File: config.mk
export PLATFORM = sky130hd
export DESIGN_NAME = pth_timer
export DESIGN_NICKNAME = d
export VERILOG_FILES = /design/src/design/pth_pkg.sv /design/src/design/pth_prescaler.sv /design/src/design/pth_timer.sv
export SDC_FILE = /design/constraint.sdc
export NUM_CORES = 1
export LEC_CHECK = 0
export ABC_AREA = 1
export BUFFER_PORTS_ARGS = -buffer_cell sky130_fd_sc_hd__buf_2
export CAP_MARGIN = 0
export CORE_UTILIZATION = 56
export CTS_CLUSTER_SIZE = 40
export DETAILED_ROUTE_END_ITERATION = 16
export PLACE_DENSITY = 0.92
export SLEW_MARGIN = 20
export SYNTH_ARGS = -nofsm -noshare
export SYNTH_HDL_FRONTEND = slang
export SYNTH_HIERARCHICAL = 1
export SYNTH_SLANG_ARGS = --single-unit
File: constraint.sdc
create_clock -name clk_i -period 5.3 [get_ports clk_i]
set_input_delay 0.795 -clock clk_i [delete_from_list [all_inputs] [get_ports clk_i]]
set_output_delay 0.795 -clock clk_i [all_outputs]
set_load 0.005 [all_outputs]
File: src/design/pth_pkg.sv
// package for the 8-bit period timer: register map, fields, reset values, carriers
// assumes an apb master with 32-bit data and byte addresses in the low 8 bits
package pth_pkg;

    localparam int unsigned DATA_W      = 32;
    localparam int unsigned ADDR_W      = 8;
    localparam int unsigned CNT_W       = 8;
    localparam int unsigned PSC_SEL_W   = 3;
    localparam int unsigned PSC_CNT_W   = 7;
    localparam int unsigned POST_W      = 4;
    localparam int unsigned POST_SEL_W  = 5;
    localparam int unsigned MODE_W      = 5;
    localparam int unsigned N_EXT_SRC   = 4;
    localparam int unsigned SRC_SEL_W   = 2;

    // register byte offsets
    localparam logic [ADDR_W-1:0] OFS_TIMER_COUNT    = 8'h00;
    localparam logic [ADDR_W-1:0] OFS_PERIOD_SETTING = 8'h04;
    localparam logic [ADDR_W-1:0] OFS_TIMER_CONTROL  = 8'h08;
    localparam logic [ADDR_W-1:0] OFS_TIMER_CTRL_ONE = 8'h0c;
    localparam logic [ADDR_W-1:0] OFS_HW_LIMIT_CTRL  = 8'h10;
    localparam logic [ADDR_W-1:0] OFS_EXT_RST_SEL    = 8'h14;
    localparam logic [ADDR_W-1:0] OFS_STATUS         = 8'h18;

    // field positions
    localparam int unsigned CTRL_RUN_BIT   = 0;
    localparam int unsigned CTRL_PSC_LSB   = 4;
    localparam int unsigned STAT_RUN_BIT   = 0;
    localparam int unsigned STAT_START_BIT = 1;
    localparam int unsigned STAT_ERS_BIT   = 2;
    localparam int unsigned STAT_POST_LSB  = 8;

    // values after reset
    localparam logic [CNT_W-1:0]      RST_TIMER_COUNT = 8'h00;
    localparam logic [CNT_W-1:0]      RST_PERIOD      = 8'hff;
    localparam logic [PSC_SEL_W-1:0]  RST_PSC_SEL     = 3'h0;
    localparam logic [POST_SEL_W-1:0] RST_POST_SEL    = 5'h00;
    localparam logic [MODE_W-1:0]     RST_MODE        = 5'h00;
    localparam logic [SRC_SEL_W-1:0]  RST_SRC_SEL     = 2'h0;

    // mode field: upper two bits pick the group
    localparam logic [1:0] GRP_FREE     = 2'h0;
    localparam logic [1:0] GRP_ONESHOT  = 2'h1;
    localparam logic [1:0] GRP_MONO     = 2'h2;

    // edge kinds: none, rising, falling, either
    localparam logic [1:0] EDGE_NONE = 2'h0;
    localparam logic [1:0] EDGE_RISE = 2'h1;
    localparam logic [1:0] EDGE_FALL = 2'h2;
    localparam logic [1:0] EDGE_ANY  = 2'h3;

    typedef struct packed {
        logic              psel;
        logic              penable;
        logic              pwrite;
        logic [ADDR_W-1:0] paddr;
        logic [DATA_W-1:0] pwdata;
    } pth_apb_req_t;

endpackage : pth_pkg

File: src/design/pth_prescaler.sv
// programmable power-of-two prescaler, ratios 1:1 up to 1:2**(2**SEL_W-1)
// assumes clear and enable come from the timer core in the same clock domain
module pth_prescaler #(
    parameter int unsigned SEL_W = 3,
    parameter int unsigned CNT_W = 7
) (
    input  wire logic             clk_i,
    input  wire logic             srst_i,
    input  wire logic             clear_i,
    input  wire logic             en_i,
    input  wire logic [SEL_W-1:0] ratio_sel_i,
    output logic                  tick_o
);

    logic [CNT_W-1:0] cnt_ff;
    logic [CNT_W-1:0] limit;

    assign limit  = CNT_W'((32'd1 << ratio_sel_i) - 32'd1);
    assign tick_o = en_i && (cnt_ff == limit);

    // held while disabled so a gated timer resumes mid-division
    always_ff @(posedge clk_i) begin
        if (srst_i || clear_i) begin
            cnt_ff <= '0;
        end else if (en_i) begin
            cnt_ff <= tick_o ? '0 : cnt_ff + 1'b1;
        end
    end

endmodule : pth_prescaler

File: src/design/pth_timer.sv
// 8-bit period timer with prescaler, postscaler, double-buffered period
// and hardware-limit modes driven by a selectable external reset source.
// assumes ext sources are synchronous to clk_i; registers over apb.
//
// The implementer's own choices: the APB interface to the registers and the register addresses.
module pth_timer (
    input  wire logic                               clk_i,
    input  wire logic                               srst_i,
    input  wire pth_pkg::pth_apb_req_t              apb_req_i,
    output logic                                    apb_pready_o,
    output logic [pth_pkg::DATA_W-1:0]              apb_prdata_o,
    output logic                                    apb_pslverr_o,
    input  wire logic [pth_pkg::N_EXT_SRC-1:0]      ext_reset_src_i,
    input  wire logic                               debug_freeze_i,
    output logic [pth_pkg::CNT_W-1:0]               timer_count_o,
    output logic                                    period_match_o,
    output logic                                    postscaled_pulse_o
);

    // register state
    logic [pth_pkg::CNT_W-1:0]      timer_count_ff;
    logic [pth_pkg::CNT_W-1:0]      period_setting_ff;
    logic [pth_pkg::CNT_W-1:0]      period_buffer_ff;
    logic                           run_enable_ff;
    logic [pth_pkg::PSC_SEL_W-1:0]  psc_sel_ff;
    logic [pth_pkg::POST_SEL_W-1:0] postscale_select_ff;
    logic [pth_pkg::MODE_W-1:0]     mode_ff;
    logic [pth_pkg::SRC_SEL_W-1:0]  ext_reset_select_ff;
    logic [pth_pkg::POST_W-1:0]     post_cnt_ff;
    logic                           started_ff;
    logic                           ers_prev_ff;
    logic                           pulse_ff;
    logic                           match_ff;
    logic                           pready_ff;
    logic                           pslverr_ff;
    logic [pth_pkg::DATA_W-1:0]     prdata_ff;

    // decoded control
    logic [1:0] grp;
    logic [2:0] sub;
    logic       is_free;
    logic       is_os;
    logic       is_mono;
    logic       is_lvl_os;
    logic       mode_valid;
    logic [1:0] start_kind;
    logic [1:0] rst_kind;
    logic       lvl_rst_mode;
    logic       gate_ok;

    logic ers_raw;
    logic ers_eff;
    logic ers_rise;
    logic ers_fall;
    logic start_evt;
    logic edge_rst;
    logic level_rst;
    logic ext_rst_evt;
    logic run_ok;
    logic tick;
    logic match;
    logic match_tick;
    logic post_hit;
    logic stop_clears_run;

    logic                       acc;
    logic                       wr_en;
    logic                       wr_count;
    logic                       wr_ctrl;
    logic                       psc_clear;
    logic [pth_pkg::DATA_W-1:0] rd_word;
    logic                       rd_hit;

    // true when the selected edge kind has occurred this cycle
    function automatic logic edge_hit(input logic [1:0] kind,
                                      input logic       rise,
                                      input logic       fall);
        logic r;
        r = 1'b0;
        case (kind)
            pth_pkg::EDGE_RISE: r = rise;
            pth_pkg::EDGE_FALL: r = fall;
            pth_pkg::EDGE_ANY:  r = rise | fall;
            default:            r = 1'b0;
        endcase
        return r;
    endfunction : edge_hit

    // ---------------- mode decode ----------------
    assign grp       = mode_ff[4:3];
    assign sub       = mode_ff[2:0];
    assign is_free   = (grp == pth_pkg::GRP_FREE);
    assign is_os     = (grp == pth_pkg::GRP_ONESHOT);
    assign is_mono   = (grp == pth_pkg::GRP_MONO) && (sub != 3'h0) && (sub[2] == 1'b0);
    assign is_lvl_os = (grp == pth_pkg::GRP_MONO) && (sub[2:1] == 2'b11);
    // reserved codes never count
    assign mode_valid = is_free | is_os | is_mono | is_lvl_os;

    always_comb begin
        start_kind = pth_pkg::EDGE_NONE;
        rst_kind   = pth_pkg::EDGE_NONE;
        if (is_os) begin
            if (sub[2] == 1'b0) begin
                start_kind = sub[1:0];
            end else begin
                start_kind = sub[0] ? pth_pkg::EDGE_FALL : pth_pkg::EDGE_RISE;
            end
            if (sub[2:1] == 2'b10) begin
                rst_kind = sub[0] ? pth_pkg::EDGE_FALL : pth_pkg::EDGE_RISE;
            end
        end else if (is_mono) begin
            start_kind = sub[1:0];
        end else if (is_free) begin
            case (sub)
                3'h3:    rst_kind = pth_pkg::EDGE_ANY;
                3'h4:    rst_kind = pth_pkg::EDGE_RISE;
                3'h5:    rst_kind = pth_pkg::EDGE_FALL;
                default: rst_kind = pth_pkg::EDGE_NONE;
            endcase
        end
    end

    assign lvl_rst_mode = (sub[2:1] == 2'b11) && (is_free | is_os | is_lvl_os);

    // ---------------- external source ----------------
    assign ers_raw = ext_reset_src_i[ext_reset_select_ff];
    // frozen source looks constant, so neither edges nor level changes land
    assign ers_eff  = debug_freeze_i ? ers_prev_ff : ers_raw;
    assign ers_rise = ers_eff & ~ers_prev_ff;
    assign ers_fall = ~ers_eff & ers_prev_ff;

    always_ff @(posedge clk_i) begin
        if (srst_i) begin
            ers_prev_ff <= 1'b0;
        end else begin
            ers_prev_ff <= ers_eff;
        end
    end

    always_comb begin
        gate_ok = 1'b1;
        if (is_free && sub == 3'h1) begin
            gate_ok = ers_eff;
        end else if (is_free && sub == 3'h2) begin
            gate_ok = ~ers_eff;
        end
    end

    assign start_evt   = run_enable_ff && edge_hit(start_kind, ers_rise, ers_fall);
    assign edge_rst    = run_enable_ff && edge_hit(rst_kind, ers_rise, ers_fall);
    assign level_rst   = run_enable_ff && lvl_rst_mode && (sub[0] ? ers_eff : ~ers_eff);
    assign ext_rst_evt = edge_rst | level_rst;

    assign run_ok = run_enable_ff && mode_valid && gate_ok && !level_rst
                  && ((start_kind == pth_pkg::EDGE_NONE) || started_ff);

    // ---------------- counting ----------------
    assign acc       = apb_req_i.psel && apb_req_i.penable && pready_ff;
    assign wr_en     = acc && apb_req_i.pwrite;
    assign wr_count  = wr_en && (apb_req_i.paddr == pth_pkg::OFS_TIMER_COUNT);
    assign wr_ctrl   = wr_en && (apb_req_i.paddr == pth_pkg::OFS_TIMER_CONTROL);
    assign psc_clear = wr_count | wr_ctrl | ext_rst_evt;

    pth_prescaler #(
        .SEL_W (pth_pkg::PSC_SEL_W),
        .CNT_W (pth_pkg::PSC_CNT_W)
    ) u_prescaler (
        .clk_i       (clk_i),
        .srst_i      (srst_i),
        .clear_i     (psc_clear),
        .en_i        (run_ok),
        .ratio_sel_i (psc_sel_ff),
        .tick_o      (tick)
    );

    assign match           = (timer_count_ff == period_buffer_ff);
    assign match_tick      = tick && match && !psc_clear;
    assign post_hit        = (post_cnt_ff == postscale_select_ff[pth_pkg::POST_W-1:0]);
    assign stop_clears_run = is_os | is_lvl_os;

    always_ff @(posedge clk_i) begin
        if (srst_i) begin
            timer_count_ff <= pth_pkg::RST_TIMER_COUNT;
        end else if (wr_count) begin
            timer_count_ff <= apb_req_i.pwdata[pth_pkg::CNT_W-1:0];
        end else if (ext_rst_evt) begin
            timer_count_ff <= '0;
        end else if (match_tick) begin
            timer_count_ff <= '0;
        end else if (tick && !wr_ctrl) begin
            timer_count_ff <= timer_count_ff + 1'b1;
        end
    end

    // control write never touches the count above
    always_ff @(posedge clk_i) begin
        if (srst_i) begin
            period_buffer_ff <= pth_pkg::RST_PERIOD;
        end else if (wr_count || wr_ctrl || ext_rst_evt || match_tick) begin
            period_buffer_ff <= period_setting_ff;
        end
    end

    always_ff @(posedge clk_i) begin
        if (srst_i || psc_clear) begin
            post_cnt_ff <= '0;
        end else if (match_tick) begin
            post_cnt_ff <= post_hit ? '0 : post_cnt_ff + 1'b1;
        end
    end

    // pulse stands until the next tick, but drops sooner on a prescaler clear or once run enable clears
    always_ff @(posedge clk_i) begin
        if (srst_i || psc_clear || !run_enable_ff) begin
            pulse_ff <= 1'b0;
        end else if (tick) begin
            pulse_ff <= match_tick && post_hit;
        end
    end

    always_ff @(posedge clk_i) begin
        if (srst_i) begin
            match_ff <= 1'b0;
        end else begin
            match_ff <= match_tick;
        end
    end

    // software set wins over a hardware stop in the same cycle
    always_ff @(posedge clk_i) begin
        if (srst_i) begin
            run_enable_ff <= 1'b0;
        end else if (wr_ctrl) begin
            run_enable_ff <= apb_req_i.pwdata[pth_pkg::CTRL_RUN_BIT];
        end else if (match_tick && stop_clears_run) begin
            run_enable_ff <= 1'b0;
        end
    end

    // edge arm; a start edge beats a monostable stop in the same cycle
    always_ff @(posedge clk_i) begin
        if (srst_i || !run_enable_ff) begin
            started_ff <= 1'b0;
        end else if (start_evt) begin
            started_ff <= 1'b1;
        end else if (match_tick && is_mono) begin
            started_ff <= 1'b0;
        end
    end

    // ---------------- configuration registers ----------------
    always_ff @(posedge clk_i) begin
        if (srst_i) begin
            period_setting_ff <= pth_pkg::RST_PERIOD;
        end else if (wr_en && apb_req_i.paddr == pth_pkg::OFS_PERIOD_SETTING) begin
            period_setting_ff <= apb_req_i.pwdata[pth_pkg::CNT_W-1:0];
        end
    end

    always_ff @(posedge clk_i) begin
        if (srst_i) begin
            psc_sel_ff <= pth_pkg::RST_PSC_SEL;
        end else if (wr_ctrl) begin
            psc_sel_ff <= apb_req_i.pwdata[pth_pkg::CTRL_PSC_LSB +: pth_pkg::PSC_SEL_W];
        end
    end

    // only the low four bits steer the postscaler: 1:16 at most
    always_ff @(posedge clk_i) begin
        if (srst_i) begin
            postscale_select_ff <= pth_pkg::RST_POST_SEL;
        end else if (wr_en && apb_req_i.paddr == pth_pkg::OFS_TIMER_CTRL_ONE) begin
            postscale_select_ff <= apb_req_i.pwdata[pth_pkg::POST_SEL_W-1:0];
        end
    end

    always_ff @(posedge clk_i) begin
        if (srst_i) begin
            mode_ff <= pth_pkg::RST_MODE;
        end else if (wr_en && apb_req_i.paddr == pth_pkg::OFS_HW_LIMIT_CTRL) begin
            mode_ff <= apb_req_i.pwdata[pth_pkg::MODE_W-1:0];
        end
    end

    always_ff @(posedge clk_i) begin
        if (srst_i) begin
            ext_reset_select_ff <= pth_pkg::RST_SRC_SEL;
        end else if (wr_en && apb_req_i.paddr == pth_pkg::OFS_EXT_RST_SEL) begin
            ext_reset_select_ff <= apb_req_i.pwdata[pth_pkg::SRC_SEL_W-1:0];
        end
    end

    // ---------------- apb read side ----------------
    // period buffer deliberately has no read path
    always_comb begin
        rd_word = '0;
        rd_hit  = 1'b1;
        case (apb_req_i.paddr)
            pth_pkg::OFS_TIMER_COUNT: begin
                rd_word[pth_pkg::CNT_W-1:0] = timer_count_ff;
            end
            pth_pkg::OFS_PERIOD_SETTING: begin
                rd_word[pth_pkg::CNT_W-1:0] = period_setting_ff;
            end
            pth_pkg::OFS_TIMER_CONTROL: begin
                rd_word[pth_pkg::CTRL_RUN_BIT] = run_enable_ff;
                rd_word[pth_pkg::CTRL_PSC_LSB +: pth_pkg::PSC_SEL_W] = psc_sel_ff;
            end
            pth_pkg::OFS_TIMER_CTRL_ONE: begin
                rd_word[pth_pkg::POST_SEL_W-1:0] = postscale_select_ff;
            end
            pth_pkg::OFS_HW_LIMIT_CTRL: begin
                rd_word[pth_pkg::MODE_W-1:0] = mode_ff;
            end
            pth_pkg::OFS_EXT_RST_SEL: begin
                rd_word[pth_pkg::SRC_SEL_W-1:0] = ext_reset_select_ff;
            end
            pth_pkg::OFS_STATUS: begin
                rd_word[pth_pkg::STAT_RUN_BIT]   = run_ok;
                rd_word[pth_pkg::STAT_START_BIT] = started_ff;
                rd_word[pth_pkg::STAT_ERS_BIT]   = ers_prev_ff;
                rd_word[pth_pkg::STAT_POST_LSB +: pth_pkg::POST_W] = post_cnt_ff;
            end
            default: begin
                rd_hit = 1'b0;
            end
        endcase
    end

    // one wait state: answer on the second access cycle
    always_ff @(posedge clk_i) begin
        if (srst_i) begin
            pready_ff  <= 1'b0;
            pslverr_ff <= 1'b0;
            prdata_ff  <= '0;
        end else begin
            pready_ff  <= apb_req_i.psel && apb_req_i.penable && !pready_ff;
            pslverr_ff <= apb_req_i.psel && apb_req_i.penable && !pready_ff && !rd_hit;
            if (apb_req_i.psel && apb_req_i.penable && !pready_ff && !apb_req_i.pwrite) begin
                prdata_ff <= rd_word;
            end
        end
    end

    assign apb_pready_o       = pready_ff;
    assign apb_prdata_o       = prdata_ff;
    assign apb_pslverr_o      = pslverr_ff;
    assign timer_count_o      = timer_count_ff;
    assign period_match_o     = match_ff;
    assign postscaled_pulse_o = pulse_ff;

endmodule : pth_timer

# Word-level counts from Yosys, hierarchy flattened
# Cells that the tools add are included.
# W data, S select, Z words.
[classes]
order_cmp = 1
eq_ne = 24
addsub = 4
muxes = 36
shifts = 1
bitwise = 14
reduce_logical = 55
[ops]
columns = ["op", "n"]
rows = [
  ["$logic_and A1 B1 Y1", 33],
  ["$mux W8", 4],
  ["$eq A8 B5 Y1 const B", 3],
  ["$eq A8 B4 Y1 const B", 2],
  ["$mux W2", 8],
  ["$eq A2 B2 Y1 const B", 7],
  ["$pmux W2 S3", 2],
  ["$mux W1", 10],
  ["$pmux W1 S5", 2],
  ["$or A1 B1 Y1", 9],
  ["$add A8 B1 Y8 const B", 1],
  ["$eq A8 B3 Y1 const B", 1],
  ["$eq A8 B8 Y1", 1],
  ["$logic_not A8 Y1", 1],
  ["$mux W4", 2],
  ["$add A7 B1 Y7 const B", 1],
  ["$eq A7 B7 Y1", 1],
  ["$logic_not A1 Y1", 7],
  ["$logic_or A1 B1 Y1", 7],
  ["$mux W7", 1],
  ["$pmux W1 S7", 1],
  ["$reduce_or A7 Y1", 1],
  ["$shl A1 B3 Y7 const A", 1],
  ["$sub A7 B1 Y7 const B", 1],
  ["other kinds (18)", 28],
]
[word_totals]
in_bits = 50
output_inout_bits = 44
word_cells = 152
register_bits = 69

# Depth between registers and ports, before layout
# Gate-level depths: netlist of run 1.
[logic_depth]
depth_word = 15
ltp_mapped = 25
mapped_depth_nobuf = 24

# Modules after synthesis
# Netlist of run 1, hierarchy kept.
[by_module_without_submodules]
columns = ["mod", "area_each_um2", "seq_area_each_um2", "instances", "cells_per_inst"]
rows = [
  ["pth_timer", 3510.9, 1241.2, 1, 521],
  ["pth_prescaler", 486.7, 140.1, 1, 83],
]

# Worst setup path before layout of run 1
# OpenSTA, ideal clock, no wires.
[synth_path]
kind = "input to register"
start = "input ext_reset_src_i[3] (netlist bit)"
end = "register post_cnt_ff[3] (netlist bit)"
arrival_ns = 3.209
slack_ns = 1.976
required_time_ns = 5.185
cell_stages = 23
setup_time_ns = 0.115
path_buffers = 1
path_cell_list = "inv_1 -> nand2_1 -> nand3_1 -> nand2_1 -> nand2_1 -> nand3_1 -> nand3_2 -> nor3b_1 -> nand2_1 -> nor2_1 -> nand2_1 -> nor2_2 -> nand3_2 -> inv_1 -> nand2_1 -> nor2_1 -> nand3_1 -> nor2_4 -> nand4_2 -> buf_6 -> nor2_4 -> xnor2_1 -> nor2_1"
[synth_via]
elab_chain_len = 12
elab_cells_between_ends = 24
classes_between = "mux (7); bitwise (6); reduce/logical (11)"
[synth_lines]
columns = ["element", "line_no", "text"]
rows = [
  ["start: declaration", "pth_timer.sv:13", "input wire logic [pth_pkg::N_EXT_SRC-1:0] ext_reset_src_i,"],
  ["$bmux W1 S2 (*)", "pth_timer.sv:126", "assign ers_raw = ext_reset_src_i[ext_reset_select_ff];"],
  ["$mux W1 (not written as such) (*)", "pth_timer.sv:126", ""],
  ["$mux W1 (*)", "pth_timer.sv:128", "assign ers_eff = debug_freeze_i ? ers_prev_ff : ers_raw;"],
  ["$not A1 Y1", "pth_timer.sv:145, pth_timer.sv:151", ""],
  ["$mux W1, on equally long branches", "pth_timer.sv:144, pth_timer.sv:151", ""],
  ["$mux W1 or $logic_and A1 B1 Y1 (tied branches)", "pth_timer.sv:142, pth_timer.sv:151", ""],
  ["$logic_and A1 B1 Y1 or $logic_not A1 Y1 (tied branches)", "pth_timer.sv:154", "assign run_ok = run_enable_ff && mode_valid && gate_ok && !level_rst"],
  ["$logic_and A1 B1 Y1 (*)", "pth_timer.sv:154", ""],
  ["$logic_and A1 B1 Y1 (*)", "pth_timer.sv:155", "&& ((start_kind == pth_pkg::EDGE_NONE) || started_ff);"],
  ["net run_ok", "pth_timer.sv:59", "logic run_ok;"],
  ["$logic_and A1 B1 Y1 (*)", "pth_prescaler.sv:19", "assign tick_o = en_i && (cnt_ff == limit);"],
  ["net tick", "pth_timer.sv:60", "logic tick;"],
  ["$logic_and A1 B1 Y1 (*) (2 in series)", "pth_timer.sv:177", "assign match_tick = tick && match && !psc_clear;"],
  ["end signal: assignment", "pth_timer.sv:208", "post_cnt_ff <= post_hit ? '0 : post_cnt_ff + 1'b1;"],
  ["end: declaration", "pth_timer.sv:29", "logic [pth_pkg::POST_W-1:0] post_cnt_ff;"],
]
# The timed path passes the listed nets; every way through them passes the cells marked *. The select of a mux whose other input is x is not followed.
# A chain may end at the register's enable or synchronous reset.

# Worst setup path after layout of run 1
[layout_path]
start = "input ext_reset_src_i[1] (netlist bit)"
end = "register started_ff"
[layout_via]
elab_chain_len = 14
elab_cells_between_ends = 28
classes_between = "mux (9); bitwise (6); reduce/logical (13)"
[layout_lines]
columns = ["element", "line_no", "text"]
rows = [
  ["$bmux W1 S2 (*)", "pth_timer.sv:126", ""],
  ["$mux W1 (not written as such) (*)", "pth_timer.sv:126", ""],
  ["$mux W1 (*)", "pth_timer.sv:128", ""],
  ["$not A1 Y1", "pth_timer.sv:145, pth_timer.sv:151", ""],
  ["$mux W1, on equally long branches", "pth_timer.sv:144, pth_timer.sv:151", ""],
  ["$mux W1 or $logic_and A1 B1 Y1 (tied branches)", "pth_timer.sv:142, pth_timer.sv:151", ""],
  ["$logic_and A1 B1 Y1 or $logic_not A1 Y1 (tied branches)", "pth_timer.sv:154", ""],
  ["$logic_and A1 B1 Y1 (*)", "pth_timer.sv:154", ""],
  ["$logic_and A1 B1 Y1 (*)", "pth_timer.sv:155", ""],
  ["net run_ok", "pth_timer.sv:59", ""],
  ["$logic_and A1 B1 Y1 (*)", "pth_prescaler.sv:19", ""],
  ["net tick", "pth_timer.sv:60", ""],
  ["$logic_and A1 B1 Y1 (*) (2 in series)", "pth_timer.sv:177", ""],
  ["$logic_and A1 B1 Y1 (*)", "pth_timer.sv:246", "end else if (match_tick && is_mono) begin"],
  ["$reduce_bool A2 Y1 (no line) (*)", "n/a", ""],
  ["end signal: assignment", "pth_timer.sv:243", "started_ff <= 1'b0;"],
  ["end signal: assignment", "pth_timer.sv:245", "started_ff <= 1'b1;"],
  ["end signal: assignment", "pth_timer.sv:247", "started_ff <= 1'b0;"],
  ["end: declaration", "pth_timer.sv:30", "logic started_ff;"],
]
# Marked as above.

==> results of run 1 <==
layout by cell type (no fill, tap or decap), types with 3 or more instances in the layout:
cell type  count
a21oi_1       37
a31oi_1        3
buf_2         49
clkbuf_8      10
clkinv_1       3
conb_1        20
dfxtp_1       69
ha_1           5
inv_1         68
inv_2         15
nand2_1      141
nand2_2        6
nand3_1       55
nand3_2        3
nand4_1        6
nor2_1        67
nor2_2         3
nor2_4         3
nor3_1         5
o211ai_1       5
o21ai_0       35
o21ai_1        4
xnor2_1        5
xor2_1        11
worst max-delay path by stage:
stage | end | slack (ns) | depth (start not counted)
2_1_floorplan | post_cnt_ff[3]$_SDFFE_PP0P_ | 1.98 | 23
3_3_place_gp | started_ff$_SDFFE_PP0P_ | 1.42 | 25
3_5_place_dp | started_ff$_SDFFE_PP0P_ | 1.33 | 25
6_report | started_ff$_SDFFE_PP0P_ | 1.60 | 25
4_1_cts | started_ff$_SDFFE_PP0P_ | 1.69 | 25
5_1_grt | started_ff$_SDFFE_PP0P_ | 1.39 | 25
cell type report:
cell class / instances / area, sq um
Clock buffer: 11 / 141
Clock inverter: 4 / 48.8
Timing Repair Buffer: 51 / 260
Multi-Input combinational cell: 437 / 2160
Tap cell: 96 / 120
Inverter: 86 / 323
Sequential cell: 69 / 1380
Fill cell: 630 / 2400
per-layer routing:
layer,wire [um],share of wire [%],GRT usage (%)
met1,4440,42,36.7
met2,5000,47,48.9
met3,899,8.5,6.00
met4,197,1.9,10.9
met5,0,0,0
cells by family (layout without fill, tap and decap cells):
logic type                 after synthesis  in the layout
and+or+nand+nor                        299            299
xor gates and xnor gates                16             16
buffers and inverters                  117            152
adders and majority gates                5              5
DFF                                     69             69
AOI/OAI and AO/OA                       97             97
other                                    1             20
registers in the layout, summed over array words and instances (netlist names), 4 cells and up:
name                 count
u_prescaler/cnt_ff       7
postscale_select_ff      5
post_cnt_ff              4
period_buffer_ff         8
apb_prdata_o            12
period_setting_ff        8
timer_count_o            8
mode_ff                  5
worst max-delay path, cell delays in order:
cell and delay [ns]:
buf_2 0.09, inv_1 0.04, nand2_1 0.04, nand3_1 0.10
nand2_1 0.06, nand2_1 0.10, nand3_1 0.10, nand3_2 0.18
nor3b_1 0.22, buf_4 0.18, nand2_1 0.06, nor2_1 0.09
nand2_1 0.07, nor2_2 0.09, nand3_2 0.11, inv_1 0.15
nand2_1 0.07, nor2_1 0.16, nand3_1 0.14, nor2_4 0.17
nand4_2 0.41, inv_1 0.27, nand2_1 0.07, a21oi_1 0.14
nor2_1 0.05
power groups by stage:
| stage | clock (mW) | sequential [mW] | combinational [mW] |
|---|---|---|---|
| after detailed placement | 0 | 0.535 | 0.0526 |
| after global placement | 0 | 0.534 | 0.0515 |
| final | 0.430 | 0.523 | 0.0537 |
| after global routing | 0.452 | 0.523 | 0.0603 |
| after floorplan | 0 | 0.535 | 0.0402 |
| after CTS | 0.429 | 0.523 | 0.0529 |
==> results by group, run 1 <==
Floorplan
  • Number of primary I/O pins: 94
  • Die Outline Area: 7480 sq um
  • Height of the chip: 86.5 um
  • Standard-cell rows: 30
  • Core area: 6830 sq um
  • Die X: 86.5 um
  • Effective utilization at floorplan: 58.5%

Logic synthesis
  • Multiplexer fraction of the synthesized cell area: 0%
  • Compound-gate portion of the synthesized area: 13.6%
  • Post-synthesis average cell area: 6.62 sq um
  • Fraction of the mapped netlist area in adder cells: 1.56%
  • Top cell types by occurrence after synthesis: nand2_1, dfxtp_1, inv_1
  • FFs w/ async S/R, synth: 0%
  • Seq/Total Area, Yosys: 34.6%
  • Top cell type by total area after synthesis: dfxtp_1
  • Share of synthesized cell area in and, or, nand and nor gates: 33.5%
  • Top area cells in the synthesized netlist: dfxtp_1, nand2_1, nand3_1
  • Netlist area before placement: 4000 sq um
  • Synth Register Bits: 69
  • Number of enable flip-flop cells after synthesis: 0
  • Predominant post-synthesis flop cell: dfxtp_1
  • Post-synthesis share of cell area spent on xor and xnor gates: 3.51%
  • Cells after synthesis: 604
  • Main combinational cell family by area after synthesis: simple AND/OR/NAND/NOR gates
  • Top cell type's share of synthesized area: 34.6%
  • Number of unique standard cell types used by synthesis: 47
  • Yosys warning total: 6
  • Dominant cell by count in the synthesized netlist: nand2_1

Clock network
  • Num CTS Buffers: 9
  • Clock sink count: 69
  • Count of instances resized after the clock tree is built: 0
  • TritonCTS clock tree: built
  • Level count of the clock H-tree: 3
  • Maximum buffer depth of the clock tree: 2
  • Clock transition time at the flip-flop clock pins of the worst setup and hold paths: 0.07 ns
  • Worst-skew pair later-pin latency: 0.36 ns
  • Clock root buffer: clkbuf_8
  • Buffers inserted during post-CTS setup optimization: 0
  • Cts-stage hold buffer count: 0

GRT
  • Antenna violations before repair: 0
  • Number of global-route vias before repair: 3545
  • Total global-route track usage: 29.1%
  • First-pass GRT wire length: 16.6 mm
  • Largest net degree at the start of global routing: 40
  • Remaining global-route overflow: 0

Placed design
  • Post-place setup slack: 1.33 ns
  • Detailed placer's ending HPWL: 7.69 mm
  • Placed Instances: 739
  • Buffers on Ports: 49
  • Weighted congestion reported at the end of routability-driven placement: 1.01
  • Post-detailed-placement cell area: 4240 sq um

Timing
  • Max frequency: 270 MHz
  • Final-report setup violation count: 0
  • Worst Clk Skew: 0.00913 ns
  • Setup repair after global routing missed its margin: false
  • Headroom to the max-slew limit: 29.7%
  • Total count of hold-check failures in the final report: 0
  • Minimum hold slack: 0.452 ns
  • Max Transition Viols Final: 0
  • Minimum clock period after layout: 3.70 ns
  • Setup tns final: 0 ns
  • Pin slew with the least headroom to its limit: 1.05 ns
  • Post-route fraction of the period consumed by the critical path: 69.8%
  • Final critical-path setup slack: 1.60 ns

Critical path
  • Kind of end point of the critical path: flip-flop
  • Endpoint of the most critical register-to-register path: started_ff$_SDFFE_PP0P_
  • Startpoint of the worst register-to-register path: mode_ff[2]$_SDFFE_PP0P_
  • Critical path launch point type: primary input
  • Worst Path Required: 5.56 ns
  • Crit path from: ext_reset_src_i[1]
  • Largest fanout on the critical path: 12
  • Worst setup path class: in -> reg
  • Setup slack of the worst register-to-register path: 1.63 ns
  • R2r worst-path depth: 22
  • Data arrival, critical path: 3.95 ns

Cells and area
  • Final Instance Count excl. Fillers: 754
  • Final antenna diode count: 0
  • Final standard cell utilization of the core: 64.9%
  • Net count, final: 709
  • Layout Area Growth over Synthesis: 10.9%
  • Finished layout cell area: 4430 sq um
  • Layout cells sized above 1: 15.5%

Run
  • Max cap viols: 0

Detailed routing
  • Routed wirelength normalized by instance count: 14.0 um
  • Post-detailed-route count of antenna-violating nets: 0
  • Via Count: 4109
  • First DRT Iteration DRCs: 427
  • Final Routed Wirelength: 10.5 mm
  • Ratio of routed vias to standard cells: 5.45
  • DRC violation count after routing: 0
  • First-pass iteration count of the detailed router: 5

Pwr
  • Share of total power in the clock network: 42.7%
  • Net switching power figure: 241 uW
  • Sequential fraction of design power: 51.9%
  • Combinational Power Share: 5.3%
  • Cell Int Power: 765 uW
  • VDD IR max: 0.204 mV
  • Final Power: 1.01 mW
  • Leak: 2.19 nW
  • Power density normalized to cell area: 227 nW/um^2
  • Fraction of power spent switching nets: 24.0%

Worst hold path
  • Class of the most critical hold timing path: reg -> reg
  • Worst Hold Endpoint: postscale_select_ff[4]$_SDFFE_PP0P_
  • Hold Path Depth: 2
  • Beginning of the worst hold path: postscale_select_ff[4]$_SDFFE_PP0P_

Outcome
  • Run status: finished, final reports clean
(Power assumes the default switching activity.)
==> run 2, diff against run 1 <==
- CORE_UTILIZATION: 56 -> 54
- PLACE_DENSITY: 0.92 -> 0.89
- clock period: 5.3 -> 3.8 ns (I/O delays scaled with it)
==> results by group, run 2 (synthesis results as in run 1) <==
Outcome
  • Run status: finished, final reports clean (unchanged)

Critical path
  • Startpoint of the worst register-to-register path: mode_ff[2]$_SDFFE_PP0P_ (unchanged)
  • Worst Path Required: 4.06 ns (was 5.56 ns)
  • Critical path launch point type: flip-flop (was primary input)
  • Endpoint of the worst setup timing path: post_cnt_ff[3]$_SDFFE_PP0P_ (was started_ff$_SDFFE_PP0P_)
  • R2r worst-path depth: 25 (was 22)
  • Worst setup path class: reg -> reg (was in -> reg)
  • Data arrival, critical path: 3.73 ns (was 3.95 ns)
  • Kind of end point of the critical path: flip-flop (unchanged)
  • Master of the slowest instance on the critical path: dfxtp_1 (was nand4_2)
  • Critical path buffer and inverter count: 5 (unchanged)
  • Cell repeated most along the worst path: nand2_1 (unchanged)
  • Setup slack of the worst register-to-register path: 0.33 ns (was 1.63 ns)
  • Peak per-stage delay on the critical path: 0.51 ns (was 0.41 ns)
  • Largest fanout on the critical path: 7 (was 12)
  • Instance count on the critical path: 25 (unchanged)
  • Endpoint of the most critical register-to-register path: post_cnt_ff[3]$_SDFFE_PP0P_ (was started_ff$_SDFFE_PP0P_)
  • Crit path from: mode_ff[2]$_SDFFE_PP0P_ (was ext_reset_src_i[1])
  • Kind of cell adding the most delay to the critical path: simple AND/OR/NAND/NOR gates (unchanged)

Floorplan
  • Standard-cell rows: 31 (was 30)
  • Die X: 88.0 um (was 86.5 um)
  • Core area: 7210 sq um (was 6830 sq um)
  • Effective utilization at floorplan: 55.4% (was 58.5%)
  • Height of the chip: 88.0 um (was 86.5 um)
  • Die Outline Area: 7750 sq um (was 7480 sq um)
  • Number of primary I/O pins: 94 (unchanged)

Cells and area
  • Commonest non-fill, non-tap cells in the layout: nand2_1, dfxtp_1, inv_1 (unchanged)
  • Final Instance Count excl. Fillers: 762 (was 754)
  • Number of flip-flops in the largest register: 12 (unchanged)
  • Final antenna diode count: 0 (unchanged)
  • Total area of multi-input combinational cells: 2160 sq um (unchanged)
  • Most common library cell in the layout ignoring fill and taps: nand2_1 (unchanged)
  • Finished layout cell area: 4500 sq um (was 4430 sq um)
  • Layout cells sized above 1: 16.1% (was 15.5%)
  • Net count, final: 713 (was 709)
  • Layout fillers: 688 (was 630)
  • Storage cell area: 1380 sq um (unchanged)
  • Layout Area Growth over Synthesis: 12.6% (was 10.9%)

GRT
  • Antenna violations before repair: 0 (unchanged)
  • Most congested layer reported by global routing: met2 (unchanged)
  • Largest net degree at the start of global routing: 40 (unchanged)
  • Remaining global-route overflow: 0 (unchanged)
  • Number of global-route vias before repair: 3715 (was 3545)
  • First-pass GRT wire length: 17.0 mm (was 16.6 mm)
  • Met3 layer usage reported by global route: 7.16% (was 6.00%)
  • Met1 usage in global routing: 33.9% (was 36.7%)
  • Total global-route track usage: 29.2% (was 29.1%)
  • Global Route met2 Usage: 50.9% (was 48.9%)

Timing
  • Setup tns final: 0 ns (unchanged)
  • Minimum clock period after layout: 3.47 ns
  • Headroom to the max-slew limit: 27.9% (was 29.7%)
  • Max Transition Viols Final: 0 (unchanged)
  • Final-report setup violation count: 0 (unchanged)
  • Post-route fraction of the period consumed by the critical path: 91.4%
  • Total count of hold-check failures in the final report: 0 (unchanged)
  • Max frequency: 288 MHz
  • Worst Clk Skew: 0.00811 ns (was 0.00913 ns)
  • Setup repair after global routing missed its margin: false (unchanged)
  • Pin slew with the least headroom to its limit: 1.08 ns (was 1.05 ns)

Clock network
  • Buffers inserted during post-CTS setup optimization: 0 (unchanged)
  • Maximum buffer depth of the clock tree: 2 (unchanged)
  • Level count of the clock H-tree: 3 (unchanged)
  • Clock transition time at the flip-flop clock pins of the worst setup and hold paths: 0.07 ns (about the same)
  • Cts-stage hold buffer count: 0 (unchanged)
  • TritonCTS clock tree: built (unchanged)
  • Clock root buffer: clkbuf_8 (unchanged)
  • Clock sink count: 69 (unchanged)
  • Worst-skew pair later-pin latency: 0.36 ns (about the same)
  • Count of instances resized after the clock tree is built: 0 (unchanged)
  • Num CTS Buffers: 9 (unchanged)

Placed design
  • Placed Instances: 746 (was 739)
  • Weighted congestion reported at the end of routability-driven placement: 0.897 (was 1.01)
  • Buffers on Ports: 49 (unchanged)
  • Detailed placer's ending HPWL: 8.10 mm (was 7.69 mm)
  • Post-detailed-placement cell area: 4280 sq um (was 4240 sq um)

Pwr
  • Leak: 2.23 nW (was 2.19 nW)
  • Power density normalized to cell area: 331 nW/um^2 (was 227 nW/um^2)
  • VDD IR max: 0.187 mV (was 0.204 mV)

Detailed routing
  • Post-detailed-route count of antenna-violating nets: 0 (unchanged)
  • Via Count: 4164 (was 4109)
  • Routed wirelength normalized by instance count: 14.1 um (was 14.0 um)
  • First DRT Iteration DRCs: 262 (was 427)
  • Final Routed Wirelength: 10.8 mm (was 10.5 mm)
  • First-pass iteration count of the detailed router: 5 (unchanged)
  • DRC violation count after routing: 0 (unchanged)
  • Ratio of routed vias to standard cells: 5.46 (was 5.45)

Run
  • Max cap viols: 0 (unchanged)

Worst hold path
  • Class of the most critical hold timing path: reg -> reg (unchanged)
[run 2: changes by cell type in the layout (fill, tap and decap cells not counted)]
cell	before	now
buf_4	2	6
bufinv_16	1	2
clkbuf_8	10	11
clkinv_4	1	0
[run 2: worst min path at each step]
| stage | from | end | slack [ns] | cells past startpoint |
|---|---|---|---|---|
| global route | postscale_select_ff[4]$_SDFFE_PP0P_ | postscale_select_ff[4]$_SDFFE_PP0P_ | 0.47 | 2 |
| global placement | postscale_select_ff[4]$_SDFFE_PP0P_ | postscale_select_ff[4]$_SDFFE_PP0P_ | 0.43 | 2 |
| floorplan | postscale_select_ff[4]$_SDFFE_PP0P_ | postscale_select_ff[4]$_SDFFE_PP0P_ | 0.42 | 2 |
| detailed placement | postscale_select_ff[4]$_SDFFE_PP0P_ | postscale_select_ff[4]$_SDFFE_PP0P_ | 0.44 | 2 |
| finish | postscale_select_ff[4]$_SDFFE_PP0P_ | postscale_select_ff[4]$_SDFFE_PP0P_ | 0.45 | 2 |
| CTS | postscale_select_ff[4]$_SDFFE_PP0P_ | postscale_select_ff[4]$_SDFFE_PP0P_ | 0.45 | 2 |
[run 2: metal layers]
layer	wire length, um	vias to the layer above
met4	401	0
met1	4430	1923
li1	-	2017
met3	690	42
met2	5240	182
met5	0	-
[run 2: final cells by class]
type,instances,area share (%)
multi-input combinational,437,48.0
clock buffer,12,3.45
sequential,69,30.7
clock inverter,4,1.56
tap,99,2.75
inverter,86,7.17
timing repair buffer,55,6.45
[run 2: worst min-delay path, delay by kind of cell, from the launching register on]
family	cells	cell delay, ns
flops	1	0.31
buf+inv	1	0.05
compound gates	1	0.05
[run 2: where the power goes]
part / switching (mW) / internal (mW) / leakage, nW
combinational: 0.0531 / 0.0236 / 1.55
sequential: 0.00255 / 0.727 / 0.557
clock: 0.281 / 0.403 / 0.116
total: 0.337 / 1.15 / 2.23
[run 2: metrics by stage]
| step | power [mW] | hold WS, ns | util (%) | worst slack (ns) |
|---|---|---|---|---|
| after floorplan | 0.802 | 0.424 | - | 0.701 |
| final | 1.49 | 0.449 | 62.4 | 0.328 |
| after detailed placement | 0.821 | 0.438 | 59.3 | 0.254 |
| after CTS | 1.49 | 0.449 | 62.4 | 0.354 |
| after global routing | 1.54 | 0.469 | 62.4 | 0.0517 |
| after global placement | 0.819 | 0.432 | 59.3 | 0.347 |
